==> config.mk <==
export PLATFORM = sky130hd
export DESIGN_NAME = tcp_timer
export DESIGN_NICKNAME = d
export VERILOG_FILES = /design/src/tcp_pkg.sv /design/src/tcp_capture_filter.sv /design/src/tcp_timer.sv
export SDC_FILE = /design/constraint.sdc
export NUM_CORES = 1
export LEC_CHECK = 0
export ABC_AREA = 1
export BUFFER_PORTS_ARGS = -buffer_cell sky130_fd_sc_hd__buf_2
export CAP_MARGIN = 20
export CORE_MARGIN = 8
export CORE_UTILIZATION = 50
export CTS_CLUSTER_DIAMETER = 150
export DETAILED_ROUTE_END_ITERATION = 16
export GPL_ROUTABILITY_DRIVEN = 0
export PLACE_DENSITY = 0.73
export SLEW_MARGIN = 25
export SYNTH_ARGS = -nofsm -noshare
export SYNTH_HDL_FRONTEND = slang
export SYNTH_SLANG_ARGS = --single-unit
==> constraint.sdc <==
create_clock -name ref_clk_i -period 2.5 [get_ports ref_clk_i]
set_input_delay 0.75 -clock ref_clk_i [delete_from_list [all_inputs] [get_ports ref_clk_i]]
set_output_delay 0.75 -clock ref_clk_i [all_outputs]
set_load 0.005 [all_outputs]
==> src/tcp_pkg.sv <==
// constants and types for the timer capture and pwm block
package tcp_pkg;
  localparam logic [5:0] ADDR_CTRL_A  = 6'h2f;
  localparam logic [5:0] ADDR_CTRL_B  = 6'h2e;
  localparam logic [5:0] ADDR_CNT_HI  = 6'h2d;
  localparam logic [5:0] ADDR_CNT_LO  = 6'h2c;
  localparam logic [5:0] ADDR_CMP_HI  = 6'h2b;
  localparam logic [5:0] ADDR_CMP_LO  = 6'h2a;
  localparam logic [5:0] ADDR_CAP_HI  = 6'h27;
  localparam logic [5:0] ADDR_CAP_LO  = 6'h26;
  localparam logic [5:0] ADDR_FLAGS   = 6'h38;
  localparam logic [5:0] ADDR_ENABLES = 6'h39;
  localparam int BIT_OVF = 0;
  localparam int BIT_CMP = 1;
  localparam int BIT_CAP = 2;
  localparam logic [7:0]  RST_BYTE = 8'h00;
  localparam logic [15:0] RST_WORD = 16'h0000;
  localparam logic [15:0] TOP_8    = 16'h00ff;
  localparam logic [15:0] TOP_9    = 16'h01ff;
  localparam logic [15:0] TOP_10   = 16'h03ff;
  localparam logic [15:0] CNT_MAX  = 16'hffff;
  localparam logic [9:0]  PRE_8    = 10'h007;
  localparam logic [9:0]  PRE_64   = 10'h03f;
  localparam logic [9:0]  PRE_256  = 10'h0ff;
  localparam logic [9:0]  PRE_1024 = 10'h3ff;
  localparam logic [3:0]  SAMPLES_HIGH = 4'hf;
  localparam logic [3:0]  SAMPLES_LOW  = 4'h0;

  typedef enum logic [1:0] {
    DIR_UP   = 2'b01,
    DIR_DOWN = 2'b10
  } tcp_dir_type;

  // resolution select codes: 00 off, 01 8 bit, 10 9 bit, 11 10 bit
  function automatic logic [15:0] pwm_top(input logic [1:0] res);
    unique case (res)
      2'b01:   pwm_top = TOP_8;
      2'b10:   pwm_top = TOP_9;
      2'b11:   pwm_top = TOP_10;
      default: pwm_top = CNT_MAX;
    endcase
  endfunction
endpackage

==> src/tcp_capture_filter.sv <==
// capture pin synchroniser, noise filter and edge detector
`timescale 1ns/1ps
`default_nettype none
module tcp_capture_filter
  import tcp_pkg::*;
(
  input  wire logic ref_clk_i,
  input  wire logic rst_n_i,
  input  wire logic capture_input_pin_i,
  input  wire logic capture_noise_filter_i,
  input  wire logic capture_edge_select_i,
  output logic      capture_event_o
);
  logic       sync1_reg;
  logic       sync2_reg;
  logic [3:0] hist_reg;
  logic       level_reg;
  logic       level_next;

  always_ff @(posedge ref_clk_i or negedge rst_n_i) begin
    if (!rst_n_i) begin
      sync1_reg <= 1'b0;
      sync2_reg <= 1'b0;
      hist_reg  <= SAMPLES_LOW;
    end else begin
      sync1_reg <= capture_input_pin_i;
      sync2_reg <= sync1_reg;
      hist_reg  <= {hist_reg[2:0], sync2_reg};
    end
  end

  // with the filter on, filtered level only moves after four equal samples; with it off it follows sync2_reg
  always_comb begin
    level_next = level_reg;
    if (!capture_noise_filter_i)
      level_next = sync2_reg;
    else if (hist_reg == SAMPLES_HIGH) // see RULE17
      level_next = 1'b1;
    else if (hist_reg == SAMPLES_LOW)
      level_next = 1'b0;
  end

  always_ff @(posedge ref_clk_i or negedge rst_n_i) begin
    if (!rst_n_i) begin
      level_reg       <= 1'b0;
      capture_event_o <= 1'b0;
    end else begin
      level_reg       <= level_next;
      // edge select 0 falling, 1 rising
      capture_event_o <= (level_next != level_reg) &&
                         (level_next == capture_edge_select_i); // see RULE16
    end
  end
endmodule
`default_nettype wire

==> src/tcp_timer.sv <==
// timer with input capture and phase correct pwm
// What this block and its software do
// RULE1 - pin edge copies counter, sets capture flag
// RULE2 - capture register sixteen bits, writes ignored
// RULE3 - low byte read latches high byte
// RULE4 - software reads capture low byte first
// RULE5 - software masks interrupts around shared latch
// RULE6 - pwm counts up to top, down to zero
// RULE7 - top is 255, 511 or 1023
// RULE8 - pwm match uses low resolution bits only
// RULE9 - action codes: off, off, clear-up, set-up
// RULE10 - pwm compare writes held until top
// RULE11 - compare read returns held value
// RULE12 - compare zero or top gives fixed level
// RULE13 - overflow flag at turn at zero
// RULE14 - irq when flag, enable and global set
// RULE15 - resolution code selects pwm width or off
// RULE16 - edge select: zero falling, one rising
// RULE17 - filter needs four agreeing samples
// RULE18 - software writes compare high byte first
// RULE19 - flags clear on ack or written one
`timescale 1ns/1ps
`default_nettype none
module tcp_timer
  import tcp_pkg::*;
(
  input  wire logic       ref_clk_i,
  input  wire logic       rst_n_i,
  input  wire logic [5:0] io_addr_i,
  input  wire logic [7:0] io_wdata_i,
  input  wire logic       io_wr_i,
  input  wire logic       io_rd_i,
  input  wire logic       global_irq_en_i,
  input  wire logic       overflow_ack_i,
  input  wire logic       compare_ack_i,
  input  wire logic       capture_ack_i,
  input  wire logic       capture_input_pin_i,
  output logic [7:0]      io_rdata_o,
  output logic            compare_output_pin_o,
  output logic            compare_output_oe_n_o,
  output logic            overflow_irq_o,
  output logic            compare_irq_o,
  output logic            capture_irq_o
);
  logic [1:0]  output_action_reg;
  logic [1:0]  resolution_select_reg;
  logic        capture_noise_filter_reg;
  logic        capture_edge_select_reg;
  logic        clear_on_match_reg;
  logic [2:0]  clock_select_reg;
  logic [15:0] counter_value_reg;
  logic [15:0] counter_value_next;
  tcp_dir_type dir_reg;
  tcp_dir_type dir_next;
  logic [15:0] compare_hold_reg;
  logic [15:0] compare_active_reg;
  logic [15:0] capture_register_reg;
  logic [7:0]  temp_reg;
  logic [2:0]  flags_reg;
  logic [2:0]  enables_reg;
  logic [2:0]  flag_set;
  logic [2:0]  flag_clr;
  logic [9:0]  pre_reg;
  logic        tick;
  logic        pwm_on;
  logic [15:0] top;
  logic        cnt_wr;
  logic        at_top_turn;
  logic        at_zero_turn;
  logic        match;
  logic        cap_event;

  assign pwm_on = (resolution_select_reg != 2'b00); // see RULE15
  assign top    = pwm_top(resolution_select_reg);   // see RULE7
  assign cnt_wr = io_wr_i && (io_addr_i == ADDR_CNT_LO);

  tcp_capture_filter tcp_capture_filter_i (
    .ref_clk_i              (ref_clk_i),
    .rst_n_i                (rst_n_i),
    .capture_input_pin_i    (capture_input_pin_i),
    .capture_noise_filter_i (capture_noise_filter_reg),
    .capture_edge_select_i  (capture_edge_select_reg),
    .capture_event_o        (cap_event)
  );

  // control registers
  always_ff @(posedge ref_clk_i or negedge rst_n_i) begin
    if (!rst_n_i) begin
      output_action_reg        <= 2'b00;
      resolution_select_reg    <= 2'b00;
      capture_noise_filter_reg <= 1'b0;
      capture_edge_select_reg  <= 1'b0;
      clear_on_match_reg       <= 1'b0;
      clock_select_reg         <= 3'h0;
      enables_reg              <= 3'h0;
    end else if (io_wr_i) begin
      if (io_addr_i == ADDR_CTRL_A) begin
        output_action_reg     <= io_wdata_i[7:6];
        resolution_select_reg <= io_wdata_i[1:0];
      end
      if (io_addr_i == ADDR_CTRL_B) begin
        capture_noise_filter_reg <= io_wdata_i[7];
        capture_edge_select_reg  <= io_wdata_i[6];
        clear_on_match_reg       <= io_wdata_i[3];
        clock_select_reg         <= io_wdata_i[2:0];
      end
      if (io_addr_i == ADDR_ENABLES)
        enables_reg <= io_wdata_i[2:0];
    end
  end

  // prescaler; external clock codes are not wired and stop the count
  always_ff @(posedge ref_clk_i or negedge rst_n_i) begin
    if (!rst_n_i)
      pre_reg <= 10'h000;
    else
      pre_reg <= pre_reg + 10'h001;
  end

  always_comb begin
    unique case (clock_select_reg)
      3'h1:    tick = 1'b1;
      3'h2:    tick = (pre_reg[2:0] == PRE_8[2:0]);
      3'h3:    tick = (pre_reg[5:0] == PRE_64[5:0]);
      3'h4:    tick = (pre_reg[7:0] == PRE_256[7:0]);
      3'h5:    tick = (pre_reg == PRE_1024);
      default: tick = 1'b0;
    endcase
  end

  // counter next value and turning points
  always_comb begin
    counter_value_next = counter_value_reg;
    dir_next           = dir_reg;
    at_top_turn  = pwm_on && tick && (dir_reg == DIR_UP) &&
                   (counter_value_reg >= top);
    at_zero_turn = pwm_on && tick && (dir_reg == DIR_DOWN) &&
                   (counter_value_reg == RST_WORD);
    if (tick) begin
      if (!pwm_on) begin
        dir_next = DIR_UP;
        if (clear_on_match_reg &&
            counter_value_reg == compare_active_reg)
          counter_value_next = RST_WORD;
        else
          counter_value_next = counter_value_reg + 16'h0001;
      end else if (at_top_turn) begin // see RULE6
        dir_next           = DIR_DOWN;
        counter_value_next = counter_value_reg - 16'h0001;
      end else if (at_zero_turn) begin
        dir_next           = DIR_UP;
        counter_value_next = counter_value_reg + 16'h0001;
      end else if (dir_reg == DIR_UP) begin
        counter_value_next = counter_value_reg + 16'h0001;
      end else begin
        counter_value_next = counter_value_reg - 16'h0001;
      end
    end
  end

  // a counter write beats a tick in the same cycle
  always_ff @(posedge ref_clk_i or negedge rst_n_i) begin
    if (!rst_n_i) begin
      counter_value_reg <= RST_WORD;
      dir_reg           <= DIR_UP;
    end else if (cnt_wr) begin
      counter_value_reg <= {temp_reg, io_wdata_i};
    end else begin
      counter_value_reg <= counter_value_next;
      dir_reg           <= dir_next;
    end
  end

  // compare holding and active values
  always_ff @(posedge ref_clk_i or negedge rst_n_i) begin
    if (!rst_n_i) begin
      compare_hold_reg   <= RST_WORD;
      compare_active_reg <= RST_WORD;
    end else begin
      if (io_wr_i && io_addr_i == ADDR_CMP_LO)
        compare_hold_reg <= {temp_reg, io_wdata_i}; // see RULE10
      // in pwm mode transfer only at top so a period never gets odd length; with pwm off copy every cycle
      if (!pwm_on || at_top_turn)
        compare_active_reg <= compare_hold_reg; // see RULE10
    end
  end

  assign match = tick &&
    (counter_value_next == (compare_active_reg & top)); // see RULE8

  // capture register has no write path at all
  always_ff @(posedge ref_clk_i or negedge rst_n_i) begin
    if (!rst_n_i)
      capture_register_reg <= RST_WORD;
    else if (cap_event)
      capture_register_reg <= counter_value_reg; // see RULE1 RULE2
  end

  // shared byte latch for 16 bit accesses
  always_ff @(posedge ref_clk_i or negedge rst_n_i) begin
    if (!rst_n_i)
      temp_reg <= RST_BYTE;
    else if (io_wr_i &&
             (io_addr_i == ADDR_CNT_HI || io_addr_i == ADDR_CMP_HI))
      temp_reg <= io_wdata_i;
    else if (io_rd_i && io_addr_i == ADDR_CNT_LO)
      temp_reg <= counter_value_reg[15:8];
    else if (io_rd_i && io_addr_i == ADDR_CAP_LO)
      temp_reg <= capture_register_reg[15:8]; // see RULE3
  end

  // read data is registered: valid the cycle after io_rd_i
  always_ff @(posedge ref_clk_i or negedge rst_n_i) begin
    if (!rst_n_i)
      io_rdata_o <= RST_BYTE;
    else if (io_rd_i) begin
      unique case (io_addr_i)
        ADDR_CTRL_A: io_rdata_o <= {output_action_reg, 4'h0,
                                    resolution_select_reg};
        ADDR_CTRL_B: io_rdata_o <= {capture_noise_filter_reg,
                                    capture_edge_select_reg, 2'b00,
                                    clear_on_match_reg, clock_select_reg};
        ADDR_CNT_LO: io_rdata_o <= counter_value_reg[7:0];
        ADDR_CNT_HI: io_rdata_o <= temp_reg;
        ADDR_CMP_LO: io_rdata_o <= compare_hold_reg[7:0]; // see RULE11
        ADDR_CMP_HI: io_rdata_o <= compare_hold_reg[15:8];
        ADDR_CAP_LO: io_rdata_o <= capture_register_reg[7:0];
        ADDR_CAP_HI: io_rdata_o <= temp_reg; // see RULE3
        ADDR_FLAGS:  io_rdata_o <= {5'h00, flags_reg};
        ADDR_ENABLES: io_rdata_o <= {5'h00, enables_reg};
        default:     io_rdata_o <= RST_BYTE;
      endcase
    end
  end

  // flags: a set in the same cycle as a clear wins
  always_comb begin
    flag_set = 3'h0;
    flag_set[BIT_OVF] = at_zero_turn ||
      (!pwm_on && tick && counter_value_next == RST_WORD &&
       counter_value_reg == CNT_MAX); // see RULE13
    flag_set[BIT_CMP] = match;
    flag_set[BIT_CAP] = cap_event; // see RULE1
    flag_clr = {capture_ack_i, compare_ack_i, overflow_ack_i};
    if (io_wr_i && io_addr_i == ADDR_FLAGS)
      flag_clr = flag_clr | io_wdata_i[2:0]; // see RULE19
  end

  always_ff @(posedge ref_clk_i or negedge rst_n_i) begin
    if (!rst_n_i)
      flags_reg <= 3'h0;
    else
      flags_reg <= flag_set | (flags_reg & ~flag_clr);
  end

  always_ff @(posedge ref_clk_i or negedge rst_n_i) begin
    if (!rst_n_i) begin
      overflow_irq_o <= 1'b0;
      compare_irq_o  <= 1'b0;
      capture_irq_o  <= 1'b0;
    end else begin
      overflow_irq_o <= flags_reg[BIT_OVF] && enables_reg[BIT_OVF] &&
                        global_irq_en_i; // see RULE14
      compare_irq_o  <= flags_reg[BIT_CMP] && enables_reg[BIT_CMP] &&
                        global_irq_en_i;
      capture_irq_o  <= flags_reg[BIT_CAP] && enables_reg[BIT_CAP] &&
                        global_irq_en_i;
    end
  end

  // compare output pin
  always_ff @(posedge ref_clk_i or negedge rst_n_i) begin
    if (!rst_n_i) begin
      compare_output_pin_o  <= 1'b0;
      compare_output_oe_n_o <= 1'b1;
    end else begin
      compare_output_oe_n_o <= pwm_on ? !output_action_reg[1]
                                      : (output_action_reg == 2'b00);
      if (match && pwm_on && output_action_reg[1]) begin // see RULE9
        if ((compare_active_reg & top) == RST_WORD) // see RULE12
          compare_output_pin_o <= output_action_reg[0];
        else if ((compare_active_reg & top) == top)
          compare_output_pin_o <= !output_action_reg[0];
        else
          compare_output_pin_o <= output_action_reg[0] ^
                                  (dir_next == DIR_DOWN);
      end else if (match && !pwm_on) begin
        unique case (output_action_reg)
          2'b01:   compare_output_pin_o <= !compare_output_pin_o;
          2'b10:   compare_output_pin_o <= 1'b0;
          2'b11:   compare_output_pin_o <= 1'b1;
          default: compare_output_pin_o <= compare_output_pin_o;
        endcase
      end
    end
  end
endmodule
`default_nettype wire

==> out/qor.log <==
INFO  logic_synthesis synthesis.area=7318um2
INFO  clock_network  clk_slew_on_worst_s_h_paths=60ps
INFO  pwr            power_density=974.8nW/um2
INFO  cells_and_area area_delta_synth_final=28.48%
INFO  critical_path  setup.worst_path.end_class=flop
INFO  timing         worst_clock_skew=11.58ps
INFO  timing         rsz0062_at_grt=yes
INFO  flow_run       max_cap_violations=0
INFO  logic_synthesis post_synth_inst_count=1002
INFO  grt            maximum_number_of_pins_on_one_net_before_global_route_repair=43
INFO  detailed_routing route.antenna.remaining_nets=0
INFO  grt            first_global_vias=7318
INFO  logic_synthesis synth_largest_type_area_fraction=40.69%
INFO  critical_path  setup.worst_path.start=resolution_select_reg[0]$_DFFE_PN0P_
INFO  run_status     violations=setup timing
INFO  timing         timing.final.ws_setup=-278.6ps
INFO  cells_and_area post_route_cells_drive_above_1_share=22.12%
INFO  logic_synthesis synth_nets=1039
INFO  logic_synthesis synthTopCellsByCount=300 x sky130_fd_sc_hd__nand2_1, 119 x sky130_fd_sc_hd__dfrtp_1, 119 x sky130_fd_sc_hd__inv_1
INFO  clock_network  tritoncts_clock_tree=built
INFO  floorplan      core=14420um2
INFO  timing         timing.max_slew.rel_slack=49.76%
INFO  critical_path  crit_fanout=7
INFO  timing         clock.fmax=0.3599GHz
INFO  cells_and_area final_util=65.19%
INFO  clock_network  clockBufferDepth=2
INFO  pwr            leakagePower=0.004486uW
INFO  floorplan      floorplan.die.width=137.0um
INFO  logic_synthesis synthMostInstantiatedCell=sky130_fd_sc_hd__nand2_1
INFO  critical_path  critical_path.reg2reg.endpoint=compare_output_pin_o$_DFFE_PN0P_
INFO  critical_path  crit_path_start_kind=flop
INFO  logic_synthesis number_of_enable_flip_flop_cells_after_synthesis=0
INFO  logic_synthesis yosys.area.top_type=sky130_fd_sc_hd__dfrtp_1
INFO  logic_synthesis synth.distinct_cells=45
INFO  detailed_routing routed_via_density=5.652
INFO  place          place.detailed.hpwl=18950um
INFO  detailed_routing dr.first_iter.drc_count=1066
INFO  timing         final_min_period_over_clock_period=111.1%
INFO  timing         setup_violations=3
INFO  grt            groute.usage.overall=27.58%
INFO  grt            overflow=0
INFO  floorplan      num_io_pins=36
INFO  logic_synthesis ys_ff_latch=121
INFO  floorplan      floorplan.initialDensity=50.74%
INFO  cells_and_area fin_nets=1195
INFO  clock_network  cts_buffers=17
INFO  critical_path  kind_of_critical_path=flop to flop
INFO  grt            antenna_found_initial=1
INFO  critical_path  worst_ep_required_time=2810ps
INFO  clock_network  root_buffer=sky130_fd_sc_hd__clkbuf_16
INFO  logic_synthesis biggest_area_contributors_in_the_synthesized_netlist=sky130_fd_sc_hd__dfrtp_1 41%, sky130_fd_sc_hd__nand2_1 15%, sky130_fd_sc_hd__o21ai_0 6.9%
INFO  floorplan      die_height=137.0um
INFO  clock_network  clk-insertion-delay-late=430ps
INFO  place          numPortBuffers=35
INFO  detailed_routing drt-wirelength-per-cell=18.42um
INFO  detailed_routing totalWireLength=24970um
INFO  timing         time_the_final_worst_path_needs_with_i_o_delays_and_setup=2779ps
INFO  grt            global_route_wire_length_before_repair=39350um
INFO  critical_path  worst_setup_path_endpoint=compare_output_pin_o$_DFFE_PN0P_
INFO  logic_synthesis synth_warnings=0
INFO  timing         totalNegativeSetupSlack=-619.5ps
INFO  floorplan      fp_rows=44
INFO  floorplan      fp.dieArea=18760um2
INFO  timing         worst-slew-pin-transition=748.9ps
INFO  logic_synthesis postSynth.topFlopCell=sky130_fd_sc_hd__dfrtp_1
INFO  detailed_routing drc=0
INFO  critical_path  reg2reg_slack=-280ps
INFO  logic_synthesis synth-async-reset-ratio=100.0%
INFO  pwr            worst_ir_drop_vdd=0.0007194V
INFO  critical_path  logic_depth_of_the_worst_register_to_register_path=20
INFO  hold_path      hold_path.class=input pin to async pin
INFO  critical_path  r2r_start=resolution_select_reg[0]$_DFFE_PN0P_
INFO  clock_network  clock_tree.htree_level_count=4
INFO  critical_path  critical_path_at=3090ps
INFO  timing         timing_hold_violations_final=0
INFO  logic_synthesis avgSynthCellArea=7.304um2
INFO  logic_synthesis seq_area_frac_synth=41.41%
INFO  detailed_routing via_count=7664
INFO  clock_network  cts_num_sinks=121
INFO  timing         slew_violations=0
INFO  detailed_routing detailedRoute.firstPassIterationCount=6
INFO  run_status     run_status=finished, violations left
-- per-stage QoR --
stage | power, uW | hold WS, ps | instances | instance area (um2) | setup slack [ps]
after floorplan | 4642 | 331.2 | 1002 | 7378 | 10.16
after global placement | 6272 | 332.4 | 1316 | 8627 | -173.7
after detailed placement | 6322 | 341.9 | 1316 | 8627 | -210.9
after CTS | 8930 | 302.0 | 1350 | 9320 | -214.1
after global routing | 9625 | 324.6 | 1355 | 9400 | -401.2
final | 9166 | 293.2 | 1356 | 9403 | -278.6
-- report_power, final --
| group | total, uW | switching (uW) | internal [uW] |
|---|---|---|---|
| registers | 2800 | 459 | 2340 |
| clock network | 2480 | 950 | 1530 |
| logic | 3890 | 2240 | 1640 |
| total | 9170 | 3650 | 5520 |
-- per-layer routing --
metal | GRT usage [%] | part of all wire (%) | vias up
li1 | - | - | 3595
met1 | 35.60 | 40 | 3520
met2 | 41.10 | 44 | 448
met3 | 7.856 | 11 | 101
met4 | 14.73 | 5.3 | 0
met5 | 0 | 0 | -
-- critical path, stage by stage, from the launching register on --
cell and delay, ps:
sky130_fd_sc_hd__dfrtp_1 400, sky130_fd_sc_hd__inv_2 80, sky130_fd_sc_hd__ha_4 160, sky130_fd_sc_hd__inv_6 60, sky130_fd_sc_hd__ha_1 290, sky130_fd_sc_hd__nand2_1 60, sky130_fd_sc_hd__nor2_1 110, sky130_fd_sc_hd__nand3_1 90
sky130_fd_sc_hd__nand3_2 140, sky130_fd_sc_hd__nand3_4 130, sky130_fd_sc_hd__buf_4 170, sky130_fd_sc_hd__nand2_1 80, sky130_fd_sc_hd__nand2_2 90, sky130_fd_sc_hd__nand3_1 100, sky130_fd_sc_hd__nand3_1 130, sky130_fd_sc_hd__nor2_2 130
sky130_fd_sc_hd__nand2_1 70, sky130_fd_sc_hd__nor2_2 170, sky130_fd_sc_hd__nand3_1 100, sky130_fd_sc_hd__nand2_1 60, sky130_fd_sc_hd__nand2_1 40
-- logic make-up after synthesis --
kind of cell	after synthesis	synth area share [%]
flops	121	41.41
xor+xnor	34	4.069
mux	1	0.1539
compound gates	175	13.95
buf+inv	159	8.651
fa+ha+maj	14	2.394
simple gates	498	29.37
-- worst min-delay path by stage --
stage | to | slack [ps] | cells after the start
after floorplan | tcp_capture_filter_i.sync2_reg$_DFF_PN0_ | 330 | 0
after global placement | tcp_capture_filter_i.sync2_reg$_DFF_PN0_ | 330 | 0
after detailed placement | tcp_capture_filter_i.sync2_reg$_DFF_PN0_ | 340 | 0
after CTS | capture_irq_o$_DFF_PN0_ | 300 | 1
after global routing | capture_irq_o$_DFF_PN0_ | 320 | 1
final | capture_irq_o$_DFF_PN0_ | 290 | 1
-- final cells by class --
type | instances | area, um2
fillers | 1192 | 5021
multi-input cells | 722 | 3816
flip-flops and latches | 121 | 3030
repair buffers | 168 | 1239
inverters | 128 | 488.0
clock buffers | 19 | 452.9
well taps | 184 | 230.2
clock inverters | 13 | 143.9
diodes | 1 | 2.502
-- layout by cell type, fill, tap and decap left out, types with 4 or more instances in the layout --
master	Yosys	layout
sky130_fd_sc_hd__nand2_1	300	292
sky130_fd_sc_hd__buf_4	4	129
sky130_fd_sc_hd__dfrtp_1	119	119
sky130_fd_sc_hd__inv_1	119	114
sky130_fd_sc_hd__o21ai_0	101	97
sky130_fd_sc_hd__nor2_1	76	73
sky130_fd_sc_hd__nand3_1	70	68
sky130_fd_sc_hd__buf_2	9	34
sky130_fd_sc_hd__xor2_1	28	28
sky130_fd_sc_hd__nand4_1	17	17
sky130_fd_sc_hd__clkbuf_16	0	17
sky130_fd_sc_hd__a21oi_1	15	13
sky130_fd_sc_hd__o22ai_1	12	12
sky130_fd_sc_hd__nor3_1	11	11
sky130_fd_sc_hd__nand2_2	2	10
sky130_fd_sc_hd__o21ai_1	5	8
sky130_fd_sc_hd__a22oi_1	9	8
sky130_fd_sc_hd__o211ai_1	8	8
sky130_fd_sc_hd__o2111ai_1	7	7
sky130_fd_sc_hd__nor2_2	5	7
sky130_fd_sc_hd__inv_2	3	7
sky130_fd_sc_hd__xnor2_1	6	6
sky130_fd_sc_hd__nand3_2	4	6
sky130_fd_sc_hd__a221oi_1	6	6
sky130_fd_sc_hd__ha_1	14	6
sky130_fd_sc_hd__ha_4	0	6
sky130_fd_sc_hd__clkinv_1	5	5
sky130_fd_sc_hd__buf_12	0	5
sky130_fd_sc_hd__inv_6	0	4
sky130_fd_sc_hd__clkinvlp_4	0	4
-- timing repair --
item | CTS | global route
setup endpoints to repair | 3 | 12
gates resized for setup | 17 | 16
hold buffers | 0 | 0
buffers inserted | 2 | 5
pin swaps | 5 | 13
Note: power is estimated with default switching activity, not from simulation.
